==> src/flash_cfg_pkg.sv <==
// constants for the serial flash boot, bank, ecc and protection register group
package flash_cfg_pkg;
    // command codes
    localparam logic [7:0] boot_cfg_read_cmd           = 8'h14;
    localparam logic [7:0] boot_cfg_write_cmd          = 8'h15;
    localparam logic [7:0] bank_access_cmd             = 8'hb9;
    localparam logic [7:0] bank_read_cmd               = 8'h16;
    localparam logic [7:0] bank_write_cmd              = 8'h17;
    localparam logic [7:0] register_write_cmd          = 8'h01;
    localparam logic [7:0] ecc_status_read_cmd         = 8'h18;
    localparam logic [7:0] protection_mode_read_cmd    = 8'h2b;
    localparam logic [7:0] protection_mode_program_cmd = 8'h2f;
    localparam logic [7:0] password_read_cmd           = 8'he7;
    localparam logic [7:0] password_program_cmd        = 8'he8;
    // field layout
    localparam int BOOT_W        = 32;
    localparam int BOOT_ADDR_LSB = 9;
    localparam int BOOT_DLY_MSB  = 8;
    localparam int BOOT_DLY_LSB  = 1;
    localparam int BOOT_EN_BIT   = 0;
    localparam int BANK_W        = 8;
    localparam int EXT_BIT       = 7;
    localparam int BANK_HI_BIT   = 1;
    localparam int BANK_LO_BIT   = 0;
    localparam int LEGACY_MSB    = 23;
    localparam int ECC_W         = 8;
    localparam int ECC_FLAGS     = 3;
    localparam int ECC_UNIT_LSB  = 4;
    localparam int PROT_W        = 16;
    localparam int PWD_LOCK_BIT  = 2;
    localparam int PST_LOCK_BIT  = 1;
    localparam int PASS_W        = 64;
    localparam int SHIFT_W       = 64;
    localparam int CNT_W         = 7;
    // phase lengths in serial clock bits
    localparam logic [CNT_W-1:0] CMD_BITS    = 7'h08;
    localparam logic [CNT_W-1:0] ADDR3_BITS  = 7'h18;
    localparam logic [CNT_W-1:0] ADDR4_BITS  = 7'h20;
    localparam logic [CNT_W-1:0] BOOT_BITS   = 7'h20;
    localparam logic [CNT_W-1:0] BANK_BITS   = 7'h08;
    localparam logic [CNT_W-1:0] PROT_BITS   = 7'h10;
    localparam logic [CNT_W-1:0] PASS_BITS   = 7'h40;
    // reset and delivery values
    localparam logic [BOOT_W-1:0] BOOT_RST   = 32'h0000_0000;
    localparam logic [BANK_W-1:0] BANK_RST   = 8'h00;
    localparam logic [BANK_W-1:0] BANK_WMASK = 8'h83;
    localparam logic [PROT_W-1:0] PROT_RST   = 16'hffff;
    localparam logic [PASS_W-1:0] PASS_RST   = 64'hffff_ffff_ffff_ffff;
    localparam logic [PASS_W-1:0] PASS_HIDE  = 64'hffff_ffff_ffff_ffff;
    // command sequencer states, gray along command, address, data
    typedef enum logic [2:0] {
        ST_IDLE  = 3'h0,
        ST_CMD   = 3'h1,
        ST_ADDR  = 3'h3,
        ST_ECCLD = 3'h2,
        ST_RD    = 3'h6,
        ST_WR    = 3'h7,
        ST_DONE  = 3'h5
    } seq_state_t;
endpackage

==> src/flash_cfg_regs.sv <==
// serial command decoder and boot, bank, ecc, protection and password registers
// How it works
// - boot register bits 31..9 hold a nonvolatile 512-byte aligned boot start address.
// - boot register bits 8..1 give delay cycles from select low to first bit.
// - boot register bit 0 enables automatic boot, nonvolatile, defaults off.
// - with boot enabled, a software reset starts an automatic boot read; system reset clears the enable, so it starts none.
// - command 14h reads the boot register, 15h writes it.
// - with extended addressing off, three-byte addresses take upper bits from bank register.
// - with extended addressing on, four full address bytes are used, bank ignored.
// - extended addressing is bank bit 7, volatile, cleared by every reset.
// - bank bits 1 and 0 supply A25 and A24; bits 6..2 reserved.
// - bank register reached by B9h then 01h, read 16h, write 17h.
// - command 18h plus unit address returns that unit's eight-bit ecc status.
// - each ecc unit covers sixteen data bytes with single-bit correction.
// - status bit 2 check-code error, bit 1 data corrected, bit 0 ecc off.
// - protection mode register is 16-bit one-time, read 2Bh, programmed 2Fh.
// - programming protection bit 2 to zero selects password mode for good.
// - programming protection bit 1 to zero selects persistent mode for good.
// - password register holds 64 one-time bits, read E7h, programmed E8h.
// - once password mode is selected, password reads no longer return it.
`timescale 1ns/10ps
`default_nettype none
module flash_cfg_regs
    import flash_cfg_pkg::*;
(
    // clock and reset
    input  wire logic                  sys_clk,
    input  wire logic                  sys_rst,
    input  wire logic                  soft_rst,
    // serial pins
    input  wire logic                  sck_pin,
    input  wire logic                  cs_n_pin,
    input  wire logic                  mosi_pin,
    output logic                       miso_out,
    output logic                       miso_oe_n,
    // address forming for array commands
    input  wire logic [31:0]           cmd_addr_in,
    output logic [31:0]                array_addr,
    output logic                       extended_addressing,
    output logic                       bank_bit_hi,
    output logic                       bank_bit_lo,
    // ecc unit lookup
    output logic [31-ECC_UNIT_LSB:0]   ecc_unit_addr,
    input  wire logic [ECC_FLAGS-1:0]  ecc_status_in,
    // boot and protection state
    output logic                       boot_req,
    output logic [31:0]                boot_start_address,
    output logic [7:0]                 boot_start_delay,
    output logic                       boot_enable,
    output logic                       password_mode_lock,
    output logic                       persistent_mode_lock
);
    logic                     sck_rise;
    logic                     sck_fall;
    logic                     cs_n_s;
    logic                     cs_fall;
    logic                     mosi_s;
    seq_state_t               state_q;
    seq_state_t               state_d;
    logic [CNT_W-1:0]         cnt_q;
    logic [CNT_W-1:0]         cnt_d;
    logic [CNT_W-1:0]         len_q;
    logic [CNT_W-1:0]         len_d;
    logic [7:0]               cmd_q;
    logic [7:0]               cmd_d;
    logic [SHIFT_W-1:0]       shin_q;
    logic [SHIFT_W-1:0]       shin_d;
    logic [SHIFT_W-1:0]       shin_nx;
    logic [SHIFT_W-1:0]       shout_q;
    logic [SHIFT_W-1:0]       shout_d;
    logic                     miso_q;
    logic                     miso_d;
    logic                     oe_n_q;
    logic                     oe_n_d;
    logic                     arm_q;
    logic                     arm_d;
    logic [BOOT_W-1:0]        boot_q;
    logic [BOOT_W-1:0]        boot_d;
    logic [BANK_W-1:0]        bank_q;
    logic [BANK_W-1:0]        bank_d;
    logic [PROT_W-1:0]        prot_q;
    logic [PROT_W-1:0]        prot_d;
    logic [PASS_W-1:0]        pass_q;
    logic [PASS_W-1:0]        pass_d;
    logic [31-ECC_UNIT_LSB:0] ecc_addr_q;
    logic [31-ECC_UNIT_LSB:0] ecc_addr_d;
    logic                     boot_req_q;
    logic                     boot_req_d;
    logic                     rst_seen_q;
    logic                     rst_seen_d;

    // full byte address from a command address and the bank register
    function automatic logic [31:0] form_addr(input logic [BANK_W-1:0] bank,
                                              input logic [31:0] addr);
        logic [31:0] full;
        full = addr;
        if (!bank[EXT_BIT]) begin
            full = {6'h00, bank[BANK_HI_BIT], bank[BANK_LO_BIT], addr[LEGACY_MSB:0]};
        end
        return full;
    endfunction

    // pin synchronisers
    spi_pin_sync spi_pin_sync_inst (
        .sys_clk  (sys_clk),
        .sys_rst  (sys_rst),
        .sck_pin  (sck_pin),
        .cs_n_pin (cs_n_pin),
        .mosi_pin (mosi_pin),
        .sck_rise (sck_rise),
        .sck_fall (sck_fall),
        .cs_n_s   (cs_n_s),
        .cs_fall  (cs_fall),
        .mosi_s   (mosi_s)
    );

    // command sequencer and register updates
    always_comb begin
        state_d    = state_q;
        cnt_d      = cnt_q;
        len_d      = len_q;
        cmd_d      = cmd_q;
        shin_d     = shin_q;
        shout_d    = shout_q;
        miso_d     = miso_q;
        oe_n_d     = oe_n_q;
        arm_d      = arm_q;
        boot_d     = boot_q;
        bank_d     = bank_q;
        prot_d     = prot_q;
        pass_d     = pass_q;
        ecc_addr_d = ecc_addr_q;
        boot_req_d = rst_seen_q & boot_q[BOOT_EN_BIT];
        rst_seen_d = 1'b0;
        shin_nx    = {shin_q[SHIFT_W-2:0], mosi_s};
        if (cs_n_s) begin
            state_d = ST_IDLE;
            oe_n_d  = 1'b1;
        end else begin
            unique case (state_q)
                ST_IDLE: begin
                    if (cs_fall) begin
                        state_d = ST_CMD;
                        cnt_d   = '0;
                    end
                end
                ST_CMD: begin
                    if (sck_rise) begin
                        shin_d = shin_nx;
                        cnt_d  = cnt_q + 7'h01;
                        if (cnt_q == CMD_BITS - 7'h01) begin
                            cmd_d   = shin_nx[7:0];
                            cnt_d   = '0;
                            arm_d   = 1'b0;
                            state_d = ST_WR;
                            unique case (shin_nx[7:0])
                                boot_cfg_read_cmd: begin
                                    shout_d = {boot_q, 32'h0000_0000};
                                    state_d = ST_RD;
                                end
                                bank_read_cmd: begin
                                    shout_d = {bank_q, 56'h00_0000_0000_0000};
                                    state_d = ST_RD;
                                end
                                protection_mode_read_cmd: begin
                                    shout_d = {prot_q, 48'h0000_0000_0000};
                                    state_d = ST_RD;
                                end
                                password_read_cmd: begin
                                    shout_d = prot_q[PWD_LOCK_BIT] ? pass_q : PASS_HIDE;
                                    state_d = ST_RD;
                                end
                                boot_cfg_write_cmd:          len_d = BOOT_BITS;
                                bank_write_cmd:              len_d = BANK_BITS;
                                protection_mode_program_cmd: len_d = PROT_BITS;
                                password_program_cmd:        len_d = PASS_BITS;
                                register_write_cmd: begin
                                    len_d   = BANK_BITS;
                                    state_d = arm_q ? ST_WR : ST_DONE;
                                end
                                bank_access_cmd: begin
                                    arm_d   = 1'b1;
                                    state_d = ST_DONE;
                                end
                                ecc_status_read_cmd: begin
                                    len_d   = bank_q[EXT_BIT] ? ADDR4_BITS : ADDR3_BITS;
                                    state_d = ST_ADDR;
                                end
                                default: state_d = ST_DONE;
                            endcase
                        end
                    end
                end
                ST_ADDR: begin
                    if (sck_rise) begin
                        shin_d = shin_nx;
                        cnt_d  = cnt_q + 7'h01;
                        if (cnt_q == len_q - 7'h01) begin
                            ecc_addr_d = 28'(form_addr(bank_q, shin_nx[31:0]) >> ECC_UNIT_LSB);
                            state_d    = ST_ECCLD;
                        end
                    end
                end
                ST_ECCLD: begin
                    shout_d = {5'h00, ecc_status_in, 56'h00_0000_0000_0000};
                    state_d = ST_RD;
                end
                ST_RD: begin
                    if (sck_fall) begin
                        miso_d  = shout_q[SHIFT_W-1];
                        shout_d = {shout_q[SHIFT_W-2:0], 1'b0};
                        oe_n_d  = 1'b0;
                    end
                end
                ST_WR: begin
                    if (sck_rise) begin
                        shin_d = shin_nx;
                        cnt_d  = cnt_q + 7'h01;
                        if (cnt_q == len_q - 7'h01) begin
                            state_d = ST_DONE;
                            unique case (cmd_q)
                                boot_cfg_write_cmd:
                                    boot_d = shin_nx[BOOT_W-1:0];
                                bank_write_cmd, register_write_cmd:
                                    bank_d = shin_nx[BANK_W-1:0] & BANK_WMASK;
                                protection_mode_program_cmd:
                                    prot_d = prot_q & shin_nx[PROT_W-1:0];
                                password_program_cmd:
                                    pass_d = pass_q & shin_nx;
                                default: state_d = ST_DONE;
                            endcase
                        end
                    end
                end
                ST_DONE: state_d = ST_DONE;
                default: state_d = ST_IDLE;
            endcase
        end
        if (soft_rst) begin
            bank_d     = BANK_RST;
            rst_seen_d = 1'b1;
        end
    end

    // state registers; nonvolatile values take delivery state at power-on
    always_ff @(posedge sys_clk) begin
        if (sys_rst) begin
            state_q    <= ST_IDLE;
            cnt_q      <= '0;
            len_q      <= '0;
            cmd_q      <= 8'h00;
            shin_q     <= '0;
            shout_q    <= '0;
            miso_q     <= 1'b0;
            oe_n_q     <= 1'b1;
            arm_q      <= 1'b0;
            boot_q     <= BOOT_RST;
            bank_q     <= BANK_RST;
            prot_q     <= PROT_RST;
            pass_q     <= PASS_RST;
            ecc_addr_q <= '0;
            boot_req_q <= 1'b0;
            rst_seen_q <= 1'b1;
        end else begin
            state_q    <= state_d;
            cnt_q      <= cnt_d;
            len_q      <= len_d;
            cmd_q      <= cmd_d;
            shin_q     <= shin_d;
            shout_q    <= shout_d;
            miso_q     <= miso_d;
            oe_n_q     <= oe_n_d;
            arm_q      <= arm_d;
            boot_q     <= boot_d;
            bank_q     <= bank_d;
            prot_q     <= prot_d;
            pass_q     <= pass_d;
            ecc_addr_q <= ecc_addr_d;
            boot_req_q <= boot_req_d;
            rst_seen_q <= rst_seen_d;
        end
    end

    // outputs
    assign miso_out             = miso_q;
    assign miso_oe_n            = oe_n_q;
    assign array_addr           = form_addr(bank_q, cmd_addr_in);
    assign extended_addressing  = bank_q[EXT_BIT];
    assign bank_bit_hi          = bank_q[BANK_HI_BIT];
    assign bank_bit_lo          = bank_q[BANK_LO_BIT];
    assign ecc_unit_addr        = ecc_addr_q;
    assign boot_req             = boot_req_q;
    assign boot_start_address   = {boot_q[BOOT_W-1:BOOT_ADDR_LSB], 9'h000};
    assign boot_start_delay     = boot_q[BOOT_DLY_MSB:BOOT_DLY_LSB];
    assign boot_enable          = boot_q[BOOT_EN_BIT];
    assign password_mode_lock   = ~prot_q[PWD_LOCK_BIT];
    assign persistent_mode_lock = ~prot_q[PST_LOCK_BIT];

    // checks
    AST_BOOT_REQ: assert property (@(posedge sys_clk) disable iff (sys_rst)
        boot_req |-> boot_q[BOOT_EN_BIT] && $past(rst_seen_q))
        else $error("boot request without enable or reset");
    AST_SOFT_BANK: assert property (@(posedge sys_clk) disable iff (sys_rst)
        soft_rst |=> bank_q == BANK_RST)
        else $error("bank register not cleared by soft reset");
    AST_PROT_OTP: assert property (@(posedge sys_clk) disable iff (sys_rst)
        (prot_q & ~$past(prot_q)) == '0)
        else $error("protection bit returned to one");
    AST_PASS_OTP: assert property (@(posedge sys_clk) disable iff (sys_rst)
        (pass_q & ~$past(pass_q)) == '0)
        else $error("password bit returned to one");
    AST_BANK_FORM: assert property (@(posedge sys_clk) disable iff (sys_rst)
        !bank_q[EXT_BIT] |-> array_addr == {6'h00, bank_q[1:0], cmd_addr_in[23:0]})
        else $error("legacy address not extended by bank");
    AST_EXT_FORM: assert property (@(posedge sys_clk) disable iff (sys_rst)
        bank_q[EXT_BIT] |-> array_addr == cmd_addr_in)
        else $error("four-byte address altered");
    AST_ECC_LOAD: assert property (@(posedge sys_clk) disable iff (sys_rst)
        (state_q == ST_ECCLD && !cs_n_s) |=>
        shout_q[63:56] == {5'h00, $past(ecc_status_in)} && state_q == ST_RD)
        else $error("ecc status not loaded");
    AST_PASS_HIDE: assert property (@(posedge sys_clk) disable iff (sys_rst)
        (state_q == ST_CMD && state_d == ST_RD && cmd_d == password_read_cmd
         && !prot_q[PWD_LOCK_BIT]) |=> shout_q == PASS_HIDE)
        else $error("password exposed in password mode");
    AST_OE_IDLE: assert property (@(posedge sys_clk) disable iff (sys_rst)
        cs_n_s |=> miso_oe_n)
        else $error("output driven while deselected");
    AST_RESV_BANK: assert property (@(posedge sys_clk) disable iff (sys_rst)
        bank_q[6:2] == 5'h00)
        else $error("reserved bank bits set");
endmodule
`default_nettype wire

==> src/spi_pin_sync.sv <==
// two-stage synchronisers and edge detection for the serial pins
`timescale 1ns/10ps
`default_nettype none
module spi_pin_sync (
    // clock and reset
    input  wire logic sys_clk,
    input  wire logic sys_rst,
    // raw pins
    input  wire logic sck_pin,
    input  wire logic cs_n_pin,
    input  wire logic mosi_pin,
    // synchronised view
    output logic      sck_rise,
    output logic      sck_fall,
    output logic      cs_n_s,
    output logic      cs_fall,
    output logic      mosi_s
);
    logic [2:0] meta_q;
    logic [2:0] meta_d;
    logic [2:0] sync_q;
    logic [2:0] sync_d;
    logic [1:0] prev_q;
    logic [1:0] prev_d;

    // next values: first stage feeds only the second
    always_comb begin
        meta_d = {sck_pin, cs_n_pin, mosi_pin};
        sync_d = meta_q;
        prev_d = sync_q[2:1];
    end

    // registers, idle pin levels under reset
    always_ff @(posedge sys_clk) begin
        if (sys_rst) begin
            meta_q <= 3'h2;
            sync_q <= 3'h2;
            prev_q <= 2'h1;
        end else begin
            meta_q <= meta_d;
            sync_q <= sync_d;
            prev_q <= prev_d;
        end
    end

    // edges from second and third stages
    assign sck_rise = sync_q[2] & ~prev_q[1];
    assign sck_fall = ~sync_q[2] & prev_q[1];
    assign cs_n_s   = sync_q[1];
    assign cs_fall  = ~sync_q[1] & prev_q[0];
    assign mosi_s   = sync_q[0];
endmodule
`default_nettype wire
==> config.mk <==
export PLATFORM = sky130hd
export DESIGN_NAME = flash_cfg_regs
export DESIGN_NICKNAME = d
export VERILOG_FILES = /design/src/flash_cfg_pkg.sv /design/src/flash_cfg_regs.sv /design/src/spi_pin_sync.sv
export SDC_FILE = /design/constraint.sdc
export NUM_CORES = 1
export LEC_CHECK = 0
export BUFFER_PORTS_ARGS = -buffer_cell sky130_fd_sc_hd__clkbuf_2
export CORE_ASPECT_RATIO = 0.9
export CORE_MARGIN = 5
export CORE_UTILIZATION = 57
export DETAILED_ROUTE_END_ITERATION = 10
export PLACE_DENSITY = 0.78
export SLEW_MARGIN = 0
export SYNTH_ARGS = -nofsm -noshare
export SYNTH_HDL_FRONTEND = slang
export SYNTH_SLANG_ARGS = --single-unit
export TNS_END_PERCENT = 10
==> constraint.sdc <==
create_clock -name sys_clk -period 3.2 [get_ports sys_clk]
set_clock_uncertainty 0.2 [all_clocks]
set_input_delay 0.32 -clock sys_clk [delete_from_list [all_inputs] [get_ports sys_clk]]
set_output_delay 0.32 -clock sys_clk [all_outputs]
set_load 0.03 [all_outputs]
======== Word level (Yosys, flattened, before mapping) ========
Index checks and enable logic that the tools add are counted.
storage, ports and cells
  register bits after elaboration ......... 308
  output and inout bits ................... 109
  bits of input ports ..................... 41
cells by class
  add/sub/neg operators ................... 2
  reductions and logical operators ........ 25
  muxes and demuxes ....................... 27
  equal/unequal tests ..................... 34
  bitwise gates (word level) .............. 12
operators with widths
  cell                   count
  $mux W64               4
  $pmux W64 S4           1
  $pmux W64 S3           1
  $and A64 B64 Y64       1
  $mux W32               2
  $eq A8 B5 Y1 const B   7
  $pmux W7 S5            1
  $eq A8 B8 Y1 const B   4
  $reduce_and A5 Y1      6
  $mux W7                4
  $eq A8 B6 Y1 const B   3
  $mux W3                7
  $pmux W3 S7            1
  $pmux W7 S3            1
  $and A16 B16 Y16       1
  $eq A8 B1 Y1 const B   2
  $ne A2 B2 Y1 const B   8
  $pmux W3 S4            1
  $reduce_or A2 Y1       5
  $eq A3 B3 Y1 const B   3
  $reduce_and A4 Y1      2
  $reduce_and A8 Y1      1
  $reduce_or A4 Y1       2
  $add A7 B1 Y7 const B  1
  other kinds (19)       31

======== Longest topological paths before layout ========
  word-level depth ........................ 6
  gate-level depth with buffers ........... 10

======== Cells and area by module ========
From an unflattened synthesis, not the netlist that was laid out.
second synthesis, totals
  cells, all modules ...................... 1407
  area, all modules ....................... 12747.2 um^2
by module, submodules not included
  module          sequential area each (um^2)  cells each  times used  area an instance (um^2)
  flash_cfg_regs  5945.7                       1388        1           12518.3
  spi_pin_sync    160.2                        19          1           229.0

======== Worst setup path after synthesis ========
No wires, ideal clock.
  kind .................................... register to register
  start point ............................. reg len_q[3]
  end point ............................... reg pass_q[7]
  required time ........................... 2.883 ns
  cell stages (with the launch flop) ...... 11
  clock period less this slack ............ 2.522 ns
  arrival ................................. 2.205 ns
  setup slack ............................. 0.678 ns
  buffers on the path ..................... 3
  library setup time ...................... 0.117 ns
  cell sequence ........................... dfxtp_1 > inv_1 > ha_1 > xor2_1 > and4_1 > buf_4 > nand4_4 > or4_1 > buf_6 > buf_6 > o22a_1
on the way
  longest elaborated chain between the ends .. 3
RTL lines
  element                      RTL line               RTL
  start: declaration           flash_cfg_regs.sv:62   logic [CNT_W-1:0] len_q;
  start signal: assignment     flash_cfg_regs.sv:267  len_q <= len_d;
  $sub A7 B1 Y7                flash_cfg_regs.sv:219  if (cnt_q == len_q - 7'h01) begin
  $eq A7 B7 Y1                 flash_cfg_regs.sv:219
  $reduce_and A5 Y1 (no line)  n/a
  end signal: assignment       flash_cfg_regs.sv:277  pass_q <= pass_d;
  end: declaration             flash_cfg_regs.sv:83   logic [PASS_W-1:0] pass_q;
No other way between the ends.
A chain may end at the register's enable or synchronous reset.

======== Worst setup path in the final report ========
  start point ............................. reg len_q[3]
  end point ............................... reg pass_q[58]
Same word-level chain as after synthesis.

==> flow_summary.ini <==
[sta]
setup_viol_count_final = 0
fin_crit_sh_pct = 89.7
unrepaired_setup_endpoints_after_global_routing = false
timing.final.ws_setup_ps = 329
timing_worst_slew_pin_value_ps = 1030
slew_headroom_pct = 31.4
final-hold-violation-count = 0
final.setup.tns_ps = 0
hold-worst-slack_ps = 113
timing.final.max_slew_violations = 0
final_period_minus_worst_setup_slack_ps = 2870
clock.fmax_ghz = 0.348

[final_layout]
growth_of_design_area_from_synthesis_to_finish_pct = 11.9
antenna_cells = 0
final_net_count = 1512
layout.cell_area.non_filler_sq_mm = 0.0142
final_core_util_pct = 65.3
drive_gt1_share_pct = 15.8
fillCellCount = 1801

[place]
io_buffers = 92
dp_hpwl_microns = 21000
detailed_place.area_sq_mm = 0.0132
globalplace.congestion = 0.892
dp_worst_setup_slack_ps = 364

[global_routing]
global_route_wire_length_before_repair_microns = 55400
grt_overflow = 0
grt_start_max_net_pins = 102
grt_util_all_layers_pct = 26.2
number_of_antenna_violations_at_the_first_check_in_global_routing = 0
vias_in_the_first_global_route = 10300

[cts]
cts_root_buf = clkbuf_16
numCtsBuffers = 29
cts_setup_buffers = 0
clk_latency_ps = 540
cts_htree_levels = 1
holdBufCountCts = 5
cts.path.max_buffers = 3
tritoncts_clock_tree = built
numClockSinks = 305
post_cts_resize_count = 0
worst_setup_hold_path_clk_slew_ps = 60

[routing]
detail-route-antenna-nets = 0
routedWlPerCell_microns = 19.2
routed_wire_length_microns = 34200
vias = 11100
route.detailed.drc = 0
vias_per_cell = 6.25
detail_route.first_pass.iterations = 9
first_iter_violations = 1241

[floorplanning]
placementRows = 51
initial_util_pct = 58.4
die_y_microns = 152
fp.dieArea_sq_mm = 0.0254
ios = 150
core_sq_mm = 0.0218
die_width_microns = 167

[job]
max_cap_viol_count = 0

[worst_setup_path]
reg2reg_slack_ps = 330
crit_path_max_fanout = 64
worstSetupStartpointType = flip-flop
worst_ep_required_time_ps = 3420
critical_path_s_largest_stage_delay_ps = 700
crit_family = simple AND/OR/NAND/NOR gates
crit_path_cells = inv_1, ha_1, xor2_1, and4_1, nand4_4, or4_2, buf_12, o22a_1
bufs_and_invs_on_worst_path = 2
critPathSlowestCell = or4_2
critPathArrivalTime_ps = 3090
worstSetupPathType = reg -> reg
timing.critical_path.to_type = flip-flop

[logic_synthesis]
synthTopCellsByArea = dfxtp_1 (48%), nand2_1 (8.3%), a21oi_1 (7.6%)
cells_after_synthesis = 1458
warnings_synthesis = 0
yosys.cell_count.top_type = dfxtp_1
ys_dominant_reg_cell = dfxtp_1
netlist.area_leader.share_pct = 48.1
ys_top_cells_by_count = dfxtp_1 (305), nand2_1 (282), a21oi_1 (194), clkbuf_1 (102), o21ai_0 (95)
syn_area_sq_mm = 0.0127
synth.ff_latch_count = 305
ys_async_sr_fraction_pct = 0
leading_area_contributor_after_synthesis = dfxtp_1
synth_area_per_cell_sq_um = 8.71
synthDistinctLibCells = 76
synth_edf_count = 0
synth-seq-area-share_pct = 48.1

[pwr]
p_leak_nw = 4.83
cellPowerDensity_mw_per_mm2 = 528
ir_worst_vdd_mv = 0.363

[hold_path]
timing.hold.worst.class = in -> reg

[outcome]
run_status = finished clean
==> final timing paths <==
kind | end | startpoint | depth (start not counted)
max | pass_q[58] | len_q[3] | 8
min | shout_q[58] | ecc_status_in[2] | 5
max reg2reg | pass_q[58] | len_q[3] | 8
min reg2reg | spi_pin_sync_inst.sync_q[1] | spi_pin_sync_inst.meta_q[1] | 1
==> area by class of cell <==
class	instances	area [sq um]	area share (%)
Inverter	11	41.3	0.290
Clock inverter	11	160	1.13
Sequential cell	305	6110	42.9
Clock buffer	40	837	5.89
Timing Repair Buffer	144	947	6.66
Tap cell	291	364	2.56
Multi-Input combinational cell	978	5760	40.5
==> stage by stage <==
| step | total power [mW] | std cells |
|---|---|---|
| CTS | 7.54 | 1780 |
| detailed placement | 4.02 | 1724 |
| global route | 7.71 | 1780 |
| global placement | 4.02 | 1724 |
| finish | 7.50 | 1780 |
| floorplan | 4.05 | 1466 |
==> worst reg2reg max path: stages, from the launching register on <==
cell and delay, ps:
dfxtp_1 370, inv_1 70, ha_1 300, xor2_1 130
and4_1 370, nand4_4 110, or4_2 700, buf_12 240
o22a_1 260
==> layout by cell type (no fill, tap or decap), types with 10 or more instances in the layout <==
cell type	synthesis	final
nor2_1	23	22
nand3_1	28	28
or4b_2	13	13
nor2b_1	10	10
clkbuf_16	0	29
nand2_1	282	282
a21boi_0	16	16
mux2i_1	18	18
inv_1	10	10
o21ai_0	95	95
a311oi_1	60	60
clkbuf_2	0	91
o22a_1	77	77
dfxtp_1	305	305
buf_4	40	41
a21oi_1	194	194
==> cell families after synthesis <==
kind of cell	share of synthesized area (%)
AO/OA/AOI/OAI	25.4
adder cells (fa/ha/maj)	0.197
multiplexers	1.77
other	0.0295
XOR/XNOR	0.807
buffers and inverters	7.22
flip-flops	48.1
AND/OR/NAND/NOR	16.5
==> state kept, by name, summed over array words and instances (netlist names), 2 cells and up <==
name	flops
spi_pin_sync_inst.sync_q	3
len_q	4
boot_q	32
bank_q	3
cmd_q	8
shin_q	63
prot_q	16
shout_q	64
spi_pin_sync_inst.meta_q	3
pass_q	64
cnt_q	7
ecc_unit_addr	28
spi_pin_sync_inst.prev_q	2
state_q	3
==> layer usage <==
| layer | part of all wire, % | up-vias | GRT usage (%) |
|---|---|---|---|
| li1 | - | 5220 | - |
| met1 | 43 | 5346 | 36.5 |
| met2 | 45 | 465 | 41.9 |
| met3 | 7.8 | 89 | 3.61 |
| met4 | 3.7 | 0 | 9.78 |
| met5 | 0 | - | 0 |
==> power by group <==
part           total, mW  switching (mW)  internal, mW  leakage (nW)
clock network       3.56            1.42          2.14         0.489
logic              0.135           0.104        0.0308          1.88
registers           3.81         0.00457          3.80          2.46
total               7.50            1.53          5.97          4.83
Note: power is estimated with default switching activity, not from simulation.
